$ cat src/include/strobe_map.vh
// Behaviour
// - Controller writes assert each lane write strobe only for valid data lanes.
// - Controller read asserts the read output enable during the strobe phase.
// - Machine B byte selects follow its pattern, asserted only on valid lanes.
// - Machine A byte selects follow its pattern, lane 0 bits 0-7 upward, valid only.
// - Card I/O read strobe asserts only for card reads of I/O space.
// - Card I/O write strobe asserts only for card writes of I/O space.
// - Card memory read enable asserts for card reads of memory space.
// - Card memory write enable asserts for card writes of memory space.
// - Aux lines 0-1, and 2-3 while cs_pins_mode is low, show machine A or B programmed value during its transfer.
// - Shared pins act as chip selects 2 and 3, double drive selectable each.
`ifndef STROBE_MAP_VH
`define STROBE_MAP_VH

// Request word layout
`define REQ_WIDTH 18
`define REQ_LANES_LSB 0
`define REQ_LANES_MSB 3
`define REQ_PAT_LSB 4
`define REQ_PAT_MSB 7
`define REQ_AUX_LSB 8
`define REQ_AUX_MSB 11
`define REQ_READ_BIT 12
`define REQ_IO_BIT 13
`define REQ_MACH_LSB 14
`define REQ_MACH_MSB 15
`define REQ_CS_LSB 16
`define REQ_CS_MSB 17

// Machine codes
`define MACH_GENERAL 2'h0
`define MACH_USER_A 2'h1
`define MACH_USER_B 2'h2
`define MACH_CARD 2'h3

// Phase lengths in clock cycles
`define SETUP_CYCLES 4'h1
`define STROBE_CYCLES 4'h2
`define HOLD_CYCLES 4'h1

// Request buffer depth
`define FIFO_DEPTH 4

`endif

$ cat src/core/strobe_fifo.v
`timescale 1ns/1ps
`default_nettype none

module strobe_fifo #(
  parameter WIDTH = 18,
  parameter DEPTH = 4,
  parameter AW = 2
) (
  // Clock and reset
  input wire clock,
  input wire rstn,
  // Fill side
  input wire in_valid,
  output wire in_ready,
  input wire [WIDTH-1:0] in_data,
  // Drain side
  output wire out_valid,
  input wire out_ready,
  output wire [WIDTH-1:0] out_data
);

  // Full level and last index, cut to the pointer widths on purpose
  localparam [31:0] DEPTH_W = DEPTH;
  localparam [31:0] LAST_W = DEPTH - 1;
  localparam [AW:0] FULL = DEPTH_W[AW:0];
  localparam [AW-1:0] LAST = LAST_W[AW-1:0];

  reg [WIDTH-1:0] mem_q [0:DEPTH-1];
  reg [AW-1:0] wr_q;
  reg [AW-1:0] rd_q;
  reg [AW:0] count_q;
  wire push;
  wire pop;

  assign in_ready = (count_q != FULL);
  assign out_valid = (count_q != {(AW+1){1'b0}});
  assign out_data = mem_q[rd_q];
  assign push = in_valid && in_ready;
  assign pop = out_valid && out_ready;

  always @(posedge clock) begin
    if (push) begin
      mem_q[wr_q] <= in_data;
    end
  end

  always @(posedge clock) begin
    if (!rstn) begin
      wr_q <= {AW{1'b0}};
      rd_q <= {AW{1'b0}};
      count_q <= {(AW+1){1'b0}};
    end else begin
      if (push) begin
        wr_q <= (wr_q == LAST) ? {AW{1'b0}} : wr_q + 1'b1;
      end
      if (pop) begin
        rd_q <= (rd_q == LAST) ? {AW{1'b0}} : rd_q + 1'b1;
      end
      if (push && !pop) begin
        count_q <= count_q + 1'b1;
      end else if (pop && !push) begin
        count_q <= count_q - 1'b1;
      end
    end
  end

endmodule // strobe_fifo

`default_nettype wire

$ cat src/core/byte_lane_strobe_outputs.v
`timescale 1ns/1ps
`default_nettype none
`include "strobe_map.vh"

module byte_lane_strobe_outputs #(
  parameter DEPTH = `FIFO_DEPTH,
  parameter [3:0] SETUP_CYC = `SETUP_CYCLES,
  parameter [3:0] STROBE_CYC = `STROBE_CYCLES,
  parameter [3:0] HOLD_CYC = `HOLD_CYCLES
) (
  // Clock and reset
  input wire clock,
  input wire rstn,
  // Transfer requests from the controller machines
  input wire req_valid,
  output wire req_ready,
  input wire [1:0] req_machine,
  input wire req_read,
  input wire req_io_space,
  input wire [3:0] req_lanes_valid,
  input wire [3:0] req_select_pattern,
  input wire [3:0] req_aux_value,
  input wire [1:0] req_cs_hit,
  // System configuration
  input wire cs_pins_mode,
  input wire cs2_double_drive_cfg,
  input wire cs3_double_drive_cfg,
  // Status
  output wire busy,
  output reg transfer_done_q,
  // Shared lane pins, active low
  output reg lane0_pin_n_q,
  output reg lane1_pin_n_q,
  output reg lane2_pin_n_q,
  output reg lane3_pin_n_q,
  // Machine A lane select pins, active low
  output reg [3:0] machine_a_lane_selects_n_q,
  // Aux line 0 and read enable / aux line 1 pins
  output reg aux0_pin_n_q,
  output reg read_enable_aux1_pin_n_q,
  // Aux lines 2-3 or chip selects 2-3
  output reg [1:0] aux23_cs_pin_n_q,
  output reg cs2_double_drive_q,
  output reg cs3_double_drive_q
);

  localparam ST_IDLE = 2'h0;
  localparam ST_SETUP = 2'h1;
  localparam ST_STROBE = 2'h2;
  localparam ST_HOLD = 2'h3;

  // Request buffer
  wire [`REQ_WIDTH-1:0] fill_word;
  wire [`REQ_WIDTH-1:0] head_word;
  wire head_valid;
  wire head_take;

  assign fill_word = {req_cs_hit, req_machine, req_io_space, req_read,
    req_aux_value, req_select_pattern, req_lanes_valid};

  strobe_fifo #(
    .WIDTH(`REQ_WIDTH),
    .DEPTH(DEPTH),
    .AW(2)
  ) u_fifo (
    .clock(clock),
    .rstn(rstn),
    .in_valid(req_valid),
    .in_ready(req_ready),
    .in_data(fill_word),
    .out_valid(head_valid),
    .out_ready(head_take),
    .out_data(head_word)
  );

  // Sequencer
  reg [1:0] state_q;
  reg [1:0] state_d;
  reg [3:0] cnt_q;
  reg [3:0] cnt_d;
  reg [`REQ_WIDTH-1:0] cur_q;
  reg done_d;

  // Only take a new request from idle, so the buffer stalls while a transfer runs
  assign head_take = (state_q == ST_IDLE) && head_valid;
  assign busy = (state_q != ST_IDLE) || head_valid;

  always @* begin
    state_d = state_q;
    cnt_d = cnt_q;
    done_d = 1'b0;
    case (state_q)
      ST_IDLE: begin
        if (head_valid) begin
          state_d = ST_SETUP;
          cnt_d = SETUP_CYC;
        end
      end
      ST_SETUP: begin
        if (cnt_q <= 4'h1) begin
          state_d = ST_STROBE;
          cnt_d = STROBE_CYC;
        end else begin
          cnt_d = cnt_q - 4'h1;
        end
      end
      ST_STROBE: begin
        if (cnt_q <= 4'h1) begin
          state_d = ST_HOLD;
          cnt_d = HOLD_CYC;
        end else begin
          cnt_d = cnt_q - 4'h1;
        end
      end
      ST_HOLD: begin
        if (cnt_q <= 4'h1) begin
          state_d = ST_IDLE;
          cnt_d = 4'h0;
          done_d = 1'b1;
        end else begin
          cnt_d = cnt_q - 4'h1;
        end
      end
      default: begin
        state_d = ST_IDLE;
        cnt_d = 4'h0;
      end
    endcase
  end

  always @(posedge clock) begin
    if (!rstn) begin
      state_q <= ST_IDLE;
      cnt_q <= 4'h0;
      cur_q <= {`REQ_WIDTH{1'b0}};
      transfer_done_q <= 1'b0;
    end else begin
      state_q <= state_d;
      cnt_q <= cnt_d;
      transfer_done_q <= done_d;
      if (head_take) begin
        cur_q <= head_word;
      end
    end
  end

  // Decode of the transfer in progress, seen from the next state
  wire [1:0] mach;
  wire rd;
  wire io;
  wire [3:0] lanes;
  wire [3:0] pat;
  wire [3:0] aux;
  wire [1:0] cs_hit;
  wire [`REQ_WIDTH-1:0] nxt_word;
  wire in_access;
  wire in_strobe;
  wire is_general;
  wire is_user_a;
  wire is_user_b;
  wire is_card;
  wire is_user;

  // Latch-free view of the word that the next state will act on
  assign nxt_word = head_take ? head_word : cur_q;
  assign mach = nxt_word[`REQ_MACH_MSB:`REQ_MACH_LSB];
  assign rd = nxt_word[`REQ_READ_BIT];
  assign io = nxt_word[`REQ_IO_BIT];
  assign lanes = nxt_word[`REQ_LANES_MSB:`REQ_LANES_LSB];
  assign pat = nxt_word[`REQ_PAT_MSB:`REQ_PAT_LSB];
  assign aux = nxt_word[`REQ_AUX_MSB:`REQ_AUX_LSB];
  assign cs_hit = nxt_word[`REQ_CS_MSB:`REQ_CS_LSB];

  assign in_access = (state_d != ST_IDLE);
  assign in_strobe = (state_d == ST_STROBE);
  assign is_general = in_access && (mach == `MACH_GENERAL);
  assign is_user_a = in_access && (mach == `MACH_USER_A);
  assign is_user_b = in_access && (mach == `MACH_USER_B);
  assign is_card = in_access && (mach == `MACH_CARD);
  assign is_user = is_user_a || is_user_b;

  // Per-lane strobes, active high internally
  wire [3:0] write_lane_strobe;
  wire [3:0] machine_b_lane_select;
  wire [3:0] machine_a_lane_select;
  wire [3:0] card_strobe;

  genvar g;
  generate
    for (g = 0; g < 4; g = g + 1) begin : g_lane
      // Write strobe for lane g, only when that lane carries data
      assign write_lane_strobe[g] = is_general && !rd && in_strobe && lanes[g];
      // Machine B select: programmed pattern qualified by lane validity
      assign machine_b_lane_select[g] = is_user_b && in_strobe && pat[g] && lanes[g];
      // Machine A select: lane g covers data bits 8g to 8g+7
      assign machine_a_lane_select[g] = is_user_a && in_strobe && pat[g] && lanes[g];
    end
  endgenerate

  wire write_lane0_strobe;
  wire write_lane1_strobe;
  wire write_lane2_strobe;
  wire write_lane3_strobe;
  wire machine_b_lane0_select;
  wire machine_b_lane2_select;
  wire machine_b_lane3_select;
  wire card_io_read_strobe;
  wire card_io_write_strobe;
  wire card_mem_read_enable;
  wire card_mem_write_enable;
  wire general_read_enable;

  assign write_lane0_strobe = write_lane_strobe[0];
  assign write_lane1_strobe = write_lane_strobe[1];
  assign write_lane2_strobe = write_lane_strobe[2];
  assign write_lane3_strobe = write_lane_strobe[3];
  assign machine_b_lane0_select = machine_b_lane_select[0];
  assign machine_b_lane2_select = machine_b_lane_select[2];
  assign machine_b_lane3_select = machine_b_lane_select[3];

  // Card strobes are not lane qualified; space selects the strobe
  assign card_io_read_strobe = is_card && in_strobe && rd && io;
  assign card_io_write_strobe = is_card && in_strobe && !rd && io;
  assign card_mem_read_enable = is_card && in_strobe && rd && !io;
  assign card_mem_write_enable = is_card && in_strobe && !rd && !io;
  assign card_strobe = {card_mem_write_enable, card_mem_read_enable,
    card_io_write_strobe, card_io_read_strobe};

  // Read enable covers the strobe phase of a controller read
  assign general_read_enable = is_general && rd && in_strobe;

  // Aux lines show the programmed level for the whole access
  wire [3:0] machine_a_aux_lines;
  wire [3:0] machine_b_aux_lines;
  wire [1:0] machine_a_aux_lines_2_3;
  wire [1:0] machine_b_aux_lines_2_3;
  wire [3:0] aux_level;

  assign machine_a_aux_lines = is_user_a ? aux : 4'hf;
  assign machine_b_aux_lines = is_user_b ? aux : 4'hf;
  assign machine_a_aux_lines_2_3 = machine_a_aux_lines[3:2];
  assign machine_b_aux_lines_2_3 = machine_b_aux_lines[3:2];
  assign aux_level = machine_a_aux_lines & machine_b_aux_lines;

  // Pin next values, active low
  reg [3:0] lane_pin_d;
  reg [3:0] sel_a_pin_d;
  reg aux0_pin_d;
  reg aux1_pin_d;
  reg [1:0] aux23_pin_d;

  always @* begin
    lane_pin_d = 4'hf;
    sel_a_pin_d = ~machine_a_lane_select;
    aux0_pin_d = is_user ? aux_level[0] : 1'b1;
    aux1_pin_d = 1'b1;
    if (is_general) begin
      lane_pin_d = ~{write_lane3_strobe, write_lane2_strobe,
        write_lane1_strobe, write_lane0_strobe};
      aux1_pin_d = ~general_read_enable;
    end else if (is_user_b) begin
      lane_pin_d = ~{machine_b_lane3_select, machine_b_lane2_select,
        machine_b_lane_select[1], machine_b_lane0_select};
      aux1_pin_d = aux_level[1];
    end else if (is_user_a) begin
      aux1_pin_d = aux_level[1];
    end else if (is_card) begin
      lane_pin_d = ~card_strobe;
    end
    if (cs_pins_mode) begin
      // Chip select spans the whole access of a hitting transfer
      aux23_pin_d = ~(cs_hit & {2'b11} & {in_access, in_access});
    end else begin
      aux23_pin_d = machine_a_aux_lines_2_3 & machine_b_aux_lines_2_3;
    end
  end

  always @(posedge clock) begin
    if (!rstn) begin
      // All pins inactive high while in reset
      lane0_pin_n_q <= 1'b1;
      lane1_pin_n_q <= 1'b1;
      lane2_pin_n_q <= 1'b1;
      lane3_pin_n_q <= 1'b1;
      machine_a_lane_selects_n_q <= 4'hf;
      aux0_pin_n_q <= 1'b1;
      read_enable_aux1_pin_n_q <= 1'b1;
      aux23_cs_pin_n_q <= 2'h3;
      cs2_double_drive_q <= 1'b0;
      cs3_double_drive_q <= 1'b0;
    end else begin
      lane0_pin_n_q <= lane_pin_d[0];
      lane1_pin_n_q <= lane_pin_d[1];
      lane2_pin_n_q <= lane_pin_d[2];
      lane3_pin_n_q <= lane_pin_d[3];
      machine_a_lane_selects_n_q <= sel_a_pin_d;
      aux0_pin_n_q <= aux0_pin_d;
      read_enable_aux1_pin_n_q <= aux1_pin_d;
      aux23_cs_pin_n_q <= aux23_pin_d;
      // Drive strength only matters while the pin is a chip select
      cs2_double_drive_q <= cs_pins_mode && cs2_double_drive_cfg;
      cs3_double_drive_q <= cs_pins_mode && cs3_double_drive_cfg;
    end
  end

endmodule // byte_lane_strobe_outputs

`default_nettype wire

$ cat config.mk
export PLATFORM = sky130hd
export DESIGN_NAME = byte_lane_strobe_outputs
export DESIGN_NICKNAME = d
export VERILOG_FILES = /design/src/core/strobe_fifo.v /design/src/core/byte_lane_strobe_outputs.v
export VERILOG_INCLUDE_DIRS = /design/src /design/src/include
export SDC_FILE = /design/constraint.sdc
export NUM_CORES = 1
export LEC_CHECK = 0
export ABC_AREA = 1
export BUFFER_PORTS_ARGS = -buffer_cell sky130_fd_sc_hd__buf_2
export CAP_MARGIN = 20
export CORE_ASPECT_RATIO = 1.25
export CORE_MARGIN = 10
export CORE_UTILIZATION = 45
export CTS_BUF_LIST = sky130_fd_sc_hd__clkbuf_8
export DETAILED_ROUTE_END_ITERATION = 7
export HOLD_SLACK_MARGIN = 0.08
export PLACE_DENSITY = 0.73
export SYNTH_ARGS = -nofsm -noshare
export SYNTH_HDL_FRONTEND = slang
export SYNTH_SLANG_ARGS = --single-unit
$ cat constraint.sdc
create_clock -name clock -period 1.95 [get_ports clock]
set_input_delay 0.39 -clock clock [delete_from_list [all_inputs] [get_ports clock]]
set_output_delay 0.39 -clock clock [all_outputs]
set_load 0.01 [all_outputs]
After elaboration in Yosys (flattened, before gate mapping)
Memories as Yosys holds them, arrays and structs flattened. A register that Yosys moved wholly into a read port is not among the register bits.
Cells that the tools add are included.

cells by class
  add/sub/neg operators = 5
  $mul = 0
  div/mod/pow operators = 0
  magnitude comparators = 1
  equality and inequality tests = 11
  shift operators = 0
  muxes and demuxes = 30
  bitwise operators = 9
  reduce and logical (&&, ||, !) cells = 58

operator list
  cell                                                                               number
  1-bit logical AND                                                                  44
  4-bit 2-to-1 mux                                                                   10
  18-bit 2-to-1 mux                                                                  1
  2-bit 2-to-1 mux                                                                   9
  4-bit inverter                                                                     4
  4-bit case mux with 4 select lines                                                 1
  2-bit == test (second input constant)                                              7
  2-bit case mux with 4 select lines                                                 1
  2-bit bitwise AND                                                                  3
  1-bit 2-to-1 mux                                                                   6
  3-bit 2-to-1 mux                                                                   2
  2-bit nonzero test                                                                 3
  2-bit by 1-bit adder with 2-bit output (second input constant)                     2
  2-bit by 1-bit == test with 1-bit output (second input constant)                   2
  4-bit by 1-bit less-or-equal comparator with 1-bit output (second input constant)  1
  1-bit logical NOT                                                                  4
  2-bit logical NOT                                                                  2
  2-bit AND reduction                                                                2
  4-bit by 1-bit subtractor with 4-bit output (second input constant)                1
  3-bit by 1-bit adder with 3-bit output (second input constant)                     1
  3-bit inequality test (second input constant)                                      1
  3-bit nonzero test                                                                 1
  3-bit by 1-bit subtractor with 3-bit output (second input constant)                1
  1-bit logical OR                                                                   2
  3 further kinds                                                                    3

storage, ports and cells
  bits in registers = 46
  latch bits = 0
  bits in writable memories = 72
  memory bits (read-only) = 0
  input port bits = 24
  output and inout port bits = 17
  logic and storage cells = 132
  memories = 1

memories
  name          words  width  rd ports  clocked after memory_dff  write ports  line              RTL
  u_fifo.mem_q  4      18     1         1                         1            strobe_fifo.v:28  reg [WIDTH-1:0] mem_q [0:DEPTH-1];

Logic depth before layout (Yosys ltp)
  depth in word-level cells = 13
  gate-level depth with buffers = 13
  mapped depth without buffers = 13

Hierarchy
A second synthesis with hierarchy kept.

unflattened totals
  cells, all modules = 463
  area, all modules = 4979.8 sq um

by module, submodules not included
  module                    instances  cells an instance  area an instance (sq um)  seq. area each (sq um)
  strobe_fifo               1          244                3265.6                    2342.2
  byte_lane_strobe_outputs  1          219                1714.1                    780.7

Least setup slack after synthesis
Ideal clock, no wire load.

  path kind = reg2reg
  start = register u_fifo.count_q[0]
  end = memory u_fifo.mem_q[0][0], enable pin
  setup time = 0.393 ns
  arrival time = 1.584 ns
  required time = 1.557 ns
  setup slack = -0.027 ns
  stages on the path, launching flop included = 5
  path buffers = 0
  clock period less this slack = 1.977 ns
  cell sequence = dfxtp_1 -> nor2_4 -> nand2_1 -> nand2_1 -> nor2_1

between the ends
  cells in the longest elaborated chain, start to end = 4

ends and longest elaborated chain
  what                                    line                           RTL
  start, declared                         strobe_fifo.v:31               reg [AW:0] count_q;
  start signal, assigned                  strobe_fifo.v:51               count_q <= {(AW+1){1'b0}};
  start signal, assigned                  strobe_fifo.v:60               count_q <= count_q + 1'b1;
  start signal, assigned                  strobe_fifo.v:62               count_q <= count_q - 1'b1;
  3-bit inequality test                   strobe_fifo.v:35               assign in_ready = (count_q != FULL);
  net req_ready                           byte_lane_strobe_outputs.v:16  output wire req_ready,
  1-bit logical AND                       strobe_fifo.v:38               assign push = in_valid && in_ready;
  1-bit 2-to-1 mux                        strobe_fifo.v:42               if (push) begin
  1-bit 2-to-1 mux (implied by the code)  strobe_fifo.v:43               mem_q[wr_q] <= in_data;
  end, declared                           strobe_fifo.v:28

The timed path passes the listed nets, and every way through them passes these cells.

Final worst setup path
  start = register cnt_q[1]
  end = register read_enable_aux1_pin_n_q

between the ends
  cells in the longest elaborated chain, start to end = 10
  elaborated cells between the ends (all ways) = 19
  classes of those cells = order compare: 1; eq/ne: 1; mux: 9; bitwise: 2; reduce/logical: 6

ends and longest elaborated chain
  what                                                           line                                                                                            RTL
  start, declared                                                byte_lane_strobe_outputs.v:79                                                                   reg [3:0] cnt_q;
  start signal, assigned                                         byte_lane_strobe_outputs.v:139                                                                  cnt_q <= cnt_d;
  4-bit by 1-bit less-or-equal comparator with 1-bit output (*)  byte_lane_strobe_outputs.v:100, byte_lane_strobe_outputs.v:108, byte_lane_strobe_outputs.v:116
  2-bit 2-to-1 mux, on equally long branches                     byte_lane_strobe_outputs.v:116, byte_lane_strobe_outputs.v:100, byte_lane_strobe_outputs.v:108
  2-bit case mux with 4 select lines (*)                         byte_lane_strobe_outputs.v:92                                                                   case (state_q)
  2-bit nonzero test                                             byte_lane_strobe_outputs.v:174                                                                  assign in_access = (state_d != ST_IDLE);
  1-bit logical AND, on equally long branches                    byte_lane_strobe_outputs.v:177, byte_lane_strobe_outputs.v:178
  4-bit 2-to-1 mux, on equally long branches                     byte_lane_strobe_outputs.v:239, byte_lane_strobe_outputs.v:240
  2-bit bitwise AND                                              byte_lane_strobe_outputs.v:243                                                                  assign aux_level = machine_a_aux_lines & machine_b_aux_lines;
  1-bit 2-to-1 mux                                               byte_lane_strobe_outputs.v:265                                                                  end else if (is_user_a) begin
  1-bit 2-to-1 mux                                               byte_lane_strobe_outputs.v:261                                                                  end else if (is_user_b) begin
  1-bit 2-to-1 mux (*)                                           byte_lane_strobe_outputs.v:257                                                                  if (is_general) begin
  end signal, assigned                                           byte_lane_strobe_outputs.v:298                                                                  read_enable_aux1_pin_n_q <= aux1_pin_d;
  end, declared                                                  byte_lane_strobe_outputs.v:40                                                                   output reg read_enable_aux1_pin_n_q,

Every way passes the cells marked *; elsewhere a longest branch is shown, timed or not.
A chain may end at the register's enable or synchronous reset.

==> flow_results.xml <==
<?xml version="1.0" encoding="UTF-8"?>
<metrics>
  <group name="clock_tree">
    <metric name="cts-buffers-inserted" unit="">17</metric>
    <metric name="clock_insertion_delay_at_the_later_pin_of_the_skew_report" unit="ns">0.44</metric>
    <metric name="tritoncts_num_sinks" unit="">120</metric>
    <metric name="post_cts_hold_buffer_count" unit="">0</metric>
    <metric name="cts_tree" unit="">yes</metric>
    <metric name="htreeDepth" unit="">4</metric>
    <metric name="cts-root-to-sink-buffers" unit="">2</metric>
    <metric name="cts_root_buf" unit="">sky130_fd_sc_hd__clkbuf_8</metric>
    <metric name="path_clk_slew" unit="ns">0.07</metric>
  </group>
  <group name="synth">
    <metric name="synth.mux.area_fraction" unit="">0.00198</metric>
    <metric name="post_synth_fa_ha_maj_area_fraction" unit="">0.0238</metric>
    <metric name="syn_avg_cell_area" unit="um2">9.92</metric>
    <metric name="synth_top_cell_by_area" unit="">sky130_fd_sc_hd__edfxtp_1</metric>
    <metric name="synth_seq_cells" unit="">120</metric>
    <metric name="yosys.area_share.xor_xnor" unit="">0.00173</metric>
    <metric name="number_of_instances_in_the_synthesized_netlist" unit="">509</metric>
    <metric name="post_synth_and_or_nand_nor_area_fraction" unit="">0.224</metric>
    <metric name="netlist_area" unit="um2">5050</metric>
    <metric name="synth_seq_area_share" unit="">0.618</metric>
    <metric name="synth_warnings" unit="">0</metric>
    <metric name="synth-compound-area-share" unit="">0.0644</metric>
    <metric name="asyncSetResetFlopFracSynth" unit="">0</metric>
    <metric name="postSynth.topFlopCell" unit="">sky130_fd_sc_hd__edfxtp_1</metric>
    <metric name="synth.top_cell.area_share" unit="">0.428</metric>
    <metric name="synthesis.nets" unit="">542</metric>
    <metric name="synth.distinct_cells" unit="">37</metric>
    <metric name="synth_top_cells_by_area" unit="">sky130_fd_sc_hd__edfxtp_1 (43%), sky130_fd_sc_hd__dfxtp_1 (19%), sky130_fd_sc_hd__nand2_1 (6.2%)</metric>
    <metric name="dominant_combinational_cell_family_by_area_after_synthesis" unit="">simple AND/OR/NAND/NOR gates</metric>
    <metric name="synth_edf_count" unit="">72</metric>
  </group>
  <group name="global_routing">
    <metric name="first_global_vias" unit="">3531</metric>
    <metric name="gr-total-overflow" unit="">0</metric>
    <metric name="grt_antenna_before_repair" unit="">0</metric>
    <metric name="largest_net_degree_at_the_start_of_global_routing" unit="">31</metric>
    <metric name="total_routing_usage_reported_by_global_routing" unit="">0.135</metric>
    <metric name="grt_first_pass_wirelength" unit="um">17100</metric>
  </group>
  <group name="layout">
    <metric name="syn_to_final_growth" unit="%">18.0</metric>
    <metric name="multi_input_area" unit="um2">1610</metric>
    <metric name="final_layout_size_suffix_gt1_frac" unit="">0.221</metric>
    <metric name="final_cell_area" unit="um2">5960</metric>
    <metric name="n_antenna_cell" unit="">0</metric>
    <metric name="finish.utilization" unit="">0.540</metric>
    <metric name="sequential_cell_area" unit="um2">3130</metric>
    <metric name="num-nets-final" unit="">599</metric>
    <metric name="number_of_filler_instances_in_the_final_layout" unit="">928</metric>
  </group>
  <group name="min_path">
    <metric name="worst_hold_path_type" unit="">input port to register</metric>
  </group>
  <group name="pwr">
    <metric name="sw_frac_of_total" unit="">0.379</metric>
    <metric name="ir_worst_vdd" unit="uV">621</metric>
    <metric name="power-per-cell-area" unit="nW/um2">1720</metric>
    <metric name="seq_power_share" unit="">0.335</metric>
    <metric name="p_comb_frac" unit="">0.399</metric>
    <metric name="power_switching" unit="uW">3890</metric>
    <metric name="p_int" unit="uW">6380</metric>
    <metric name="static-leakage-power" unit="uW">0.00250</metric>
    <metric name="power_frac_clock" unit="">0.266</metric>
  </group>
  <group name="detailed_routing">
    <metric name="total_detailed_routing_wirelength" unit="um">10300</metric>
    <metric name="drc" unit="">0</metric>
    <metric name="wire_per_inst" unit="um">14.4</metric>
    <metric name="firstDrtPassIters" unit="">5</metric>
    <metric name="route.antenna.remaining_nets" unit="">0</metric>
    <metric name="drt_first_iter_violations" unit="">211</metric>
    <metric name="viasPerCell" unit="">5.03</metric>
    <metric name="route.vias.total" unit="">3590</metric>
  </group>
  <group name="setup_path">
    <metric name="biggest_fanout_along_the_worst_timing_path" unit="">4</metric>
    <metric name="worst-setup-path-type" unit="">register to register</metric>
    <metric name="critPathRequiredTime" unit="ns">2.28</metric>
    <metric name="setup.worst_path.start_class" unit="">register</metric>
    <metric name="setup.worst_path.end_class" unit="">register</metric>
    <metric name="worstPathArrival" unit="ns">2.17</metric>
  </group>
  <group name="timing">
    <metric name="max-slew-margin-rel" unit="">0.685</metric>
    <metric name="fin_crit_period" unit="ns">1.84</metric>
    <metric name="clock.fmax" unit="GHz">0.544</metric>
    <metric name="finalClockSkew" unit="ns">0.00976</metric>
    <metric name="final_clock_period_utilization_by_the_worst_path" unit="">0.942</metric>
    <metric name="setup_violations" unit="">0</metric>
    <metric name="finalHoldViolations" unit="">0</metric>
    <metric name="worst_slew_pin_slew" unit="ns">0.470</metric>
    <metric name="final_max_slew_viol_count" unit="">0</metric>
  </group>
  <group name="die">
    <metric name="placeableCoreArea" unit="um2">11000</metric>
    <metric name="die_area" unit="um2">15900</metric>
    <metric name="start_util" unit="">0.458</metric>
    <metric name="io_pins" unit="">41</metric>
    <metric name="fp.dieW" unit="um">115</metric>
    <metric name="die-height" unit="um">138</metric>
    <metric name="num_rows" unit="">43</metric>
  </group>
  <group name="placement">
    <metric name="numPortBuffers" unit="">40</metric>
    <metric name="placement.cell_area" unit="um2">5420</metric>
    <metric name="post-dp-hpwl" unit="um">6950</metric>
    <metric name="gp_congestion" unit="">0.899</metric>
  </group>
  <group name="outcome">
    <metric name="result_of_the_run" unit="">completed</metric>
  </group>
  <group name="flow_run">
    <metric name="cap_violations" unit="">0</metric>
  </group>
</metrics>
==> cell families after synthesis <==
logic type | Yosys count
adder cells (fa/ha/maj) | 9
AO/OA/AOI/OAI | 59
AND/OR/NAND/NOR | 244
XOR/XNOR | 1
multiplexers | 1
buffers and inverters | 75
flip-flops | 120
==> final cells by class <==
class	instances	area share
Timing Repair Buffer	56	0.0565
Sequential cell	120	0.525
Inverter	57	0.0368
Multi-Input combinational cell	314	0.271
Clock inverter	15	0.0433
Clock buffer	17	0.0393
Tap cell	135	0.0284
==> cell usage after synthesis (all sizes together) (4+ instances only) <==
cell type	count
a21oi	10
buf	14
clkbuf	4
dfxtp	48
edfxtp	72
ha	8
inv	56
nand2	94
nand3	52
nor2	91
o21ai	42
or2	4
==> routing by layer <==
metal  vias up  GRT usage  wire length [um]
met2       114      0.218              5020
met1      1657      0.154              4260
met5         -          0                 0
met4         0     0.0725               306
li1       1794          -                 -
met3        25     0.0424               663
==> power groups by stage <==
stage,clock network [uW],logic [uW],registers [uW]
CTS,2750,3990,3430
finish,2730,4100,3440
global placement,0,3850,3460
global route,2870,4650,3490
detailed placement,0,3950,3470
floorplan,0,3120,3430
==> final timing paths <==
kind                           start                        to  slack [ns]  cells past startpoint
hold / removal    req_lanes_valid[1]        u_fifo.mem_q[1][1]        0.16                      1
setup reg to reg            cnt_q[1]  read_enable_aux1_pin_n_q        0.11                     13
hold reg to reg       u_fifo.rd_q[1]                  register        0.51                      2
setup / recovery            cnt_q[1]  read_enable_aux1_pin_n_q        0.11                     13
==> registers in the layout, indices dropped and copies added, names as in the netlist, 2 cells and up, named ones only <==
register	count
cnt_q	4
state_q	2
u_fifo.wr_q	2
u_fifo.mem_q	72
aux23_cs_pin_n_q	2
machine_a_lane_selects_n_q	4
u_fifo.rd_q	2
cur_q	18
u_fifo.count_q	3
==> worst max-delay path, stage by stage (launching register included) <==
cell,delay (ns)
sky130_fd_sc_hd__dfxtp_1,0.36
sky130_fd_sc_hd__inv_1,0.09
sky130_fd_sc_hd__ha_2,0.18
sky130_fd_sc_hd__inv_1,0.08
sky130_fd_sc_hd__nand2_2,0.08
sky130_fd_sc_hd__nand3_1,0.11
sky130_fd_sc_hd__nand2_1,0.10
sky130_fd_sc_hd__nand2_2,0.12
sky130_fd_sc_hd__nor2_4,0.06
sky130_fd_sc_hd__buf_4,0.13
sky130_fd_sc_hd__nor2_2,0.18
sky130_fd_sc_hd__nand2_1,0.09
sky130_fd_sc_hd__nand3_1,0.08
sky130_fd_sc_hd__nand2_1,0.05
==> placed cells by master, fill, tap and decap left out, drive strengths merged, types with 4 or more instances in the layout <==
master / n
nor2: 91
clkinv: 5
bufinv: 7
edfxtp: 72
inv: 58
buf: 56
o21ai: 42
ha: 8
dfxtp: 48
clkbuf: 17
or2: 4
nand3: 52
a21oi: 10
nand2: 94
==> per-stage QoR <==
step	power (uW)	setup WS, ns	setup TNS (ns)	cells	hold WS, ns
2_1_floorplan	6550	-0.0271	-1.95	509	0.457
3_3_place_gp	7310	0.187	0	680	0.492
3_5_place_dp	7430	0.109	0	680	0.504
4_1_cts	10200	0.0190	0	712	0.151
5_1_grt	11000	-0.000421	-0.000421	714	0.148
6_report	10300	0.113	0	714	0.161
==> timing repair <==
item / in CTS / in global routing
endpoints found under the setup margin: 0 / 9
resized for setup: 0 / 12
setup buffers: 0 / 2
No activity file was read; power rests on OpenSTA's default activity.
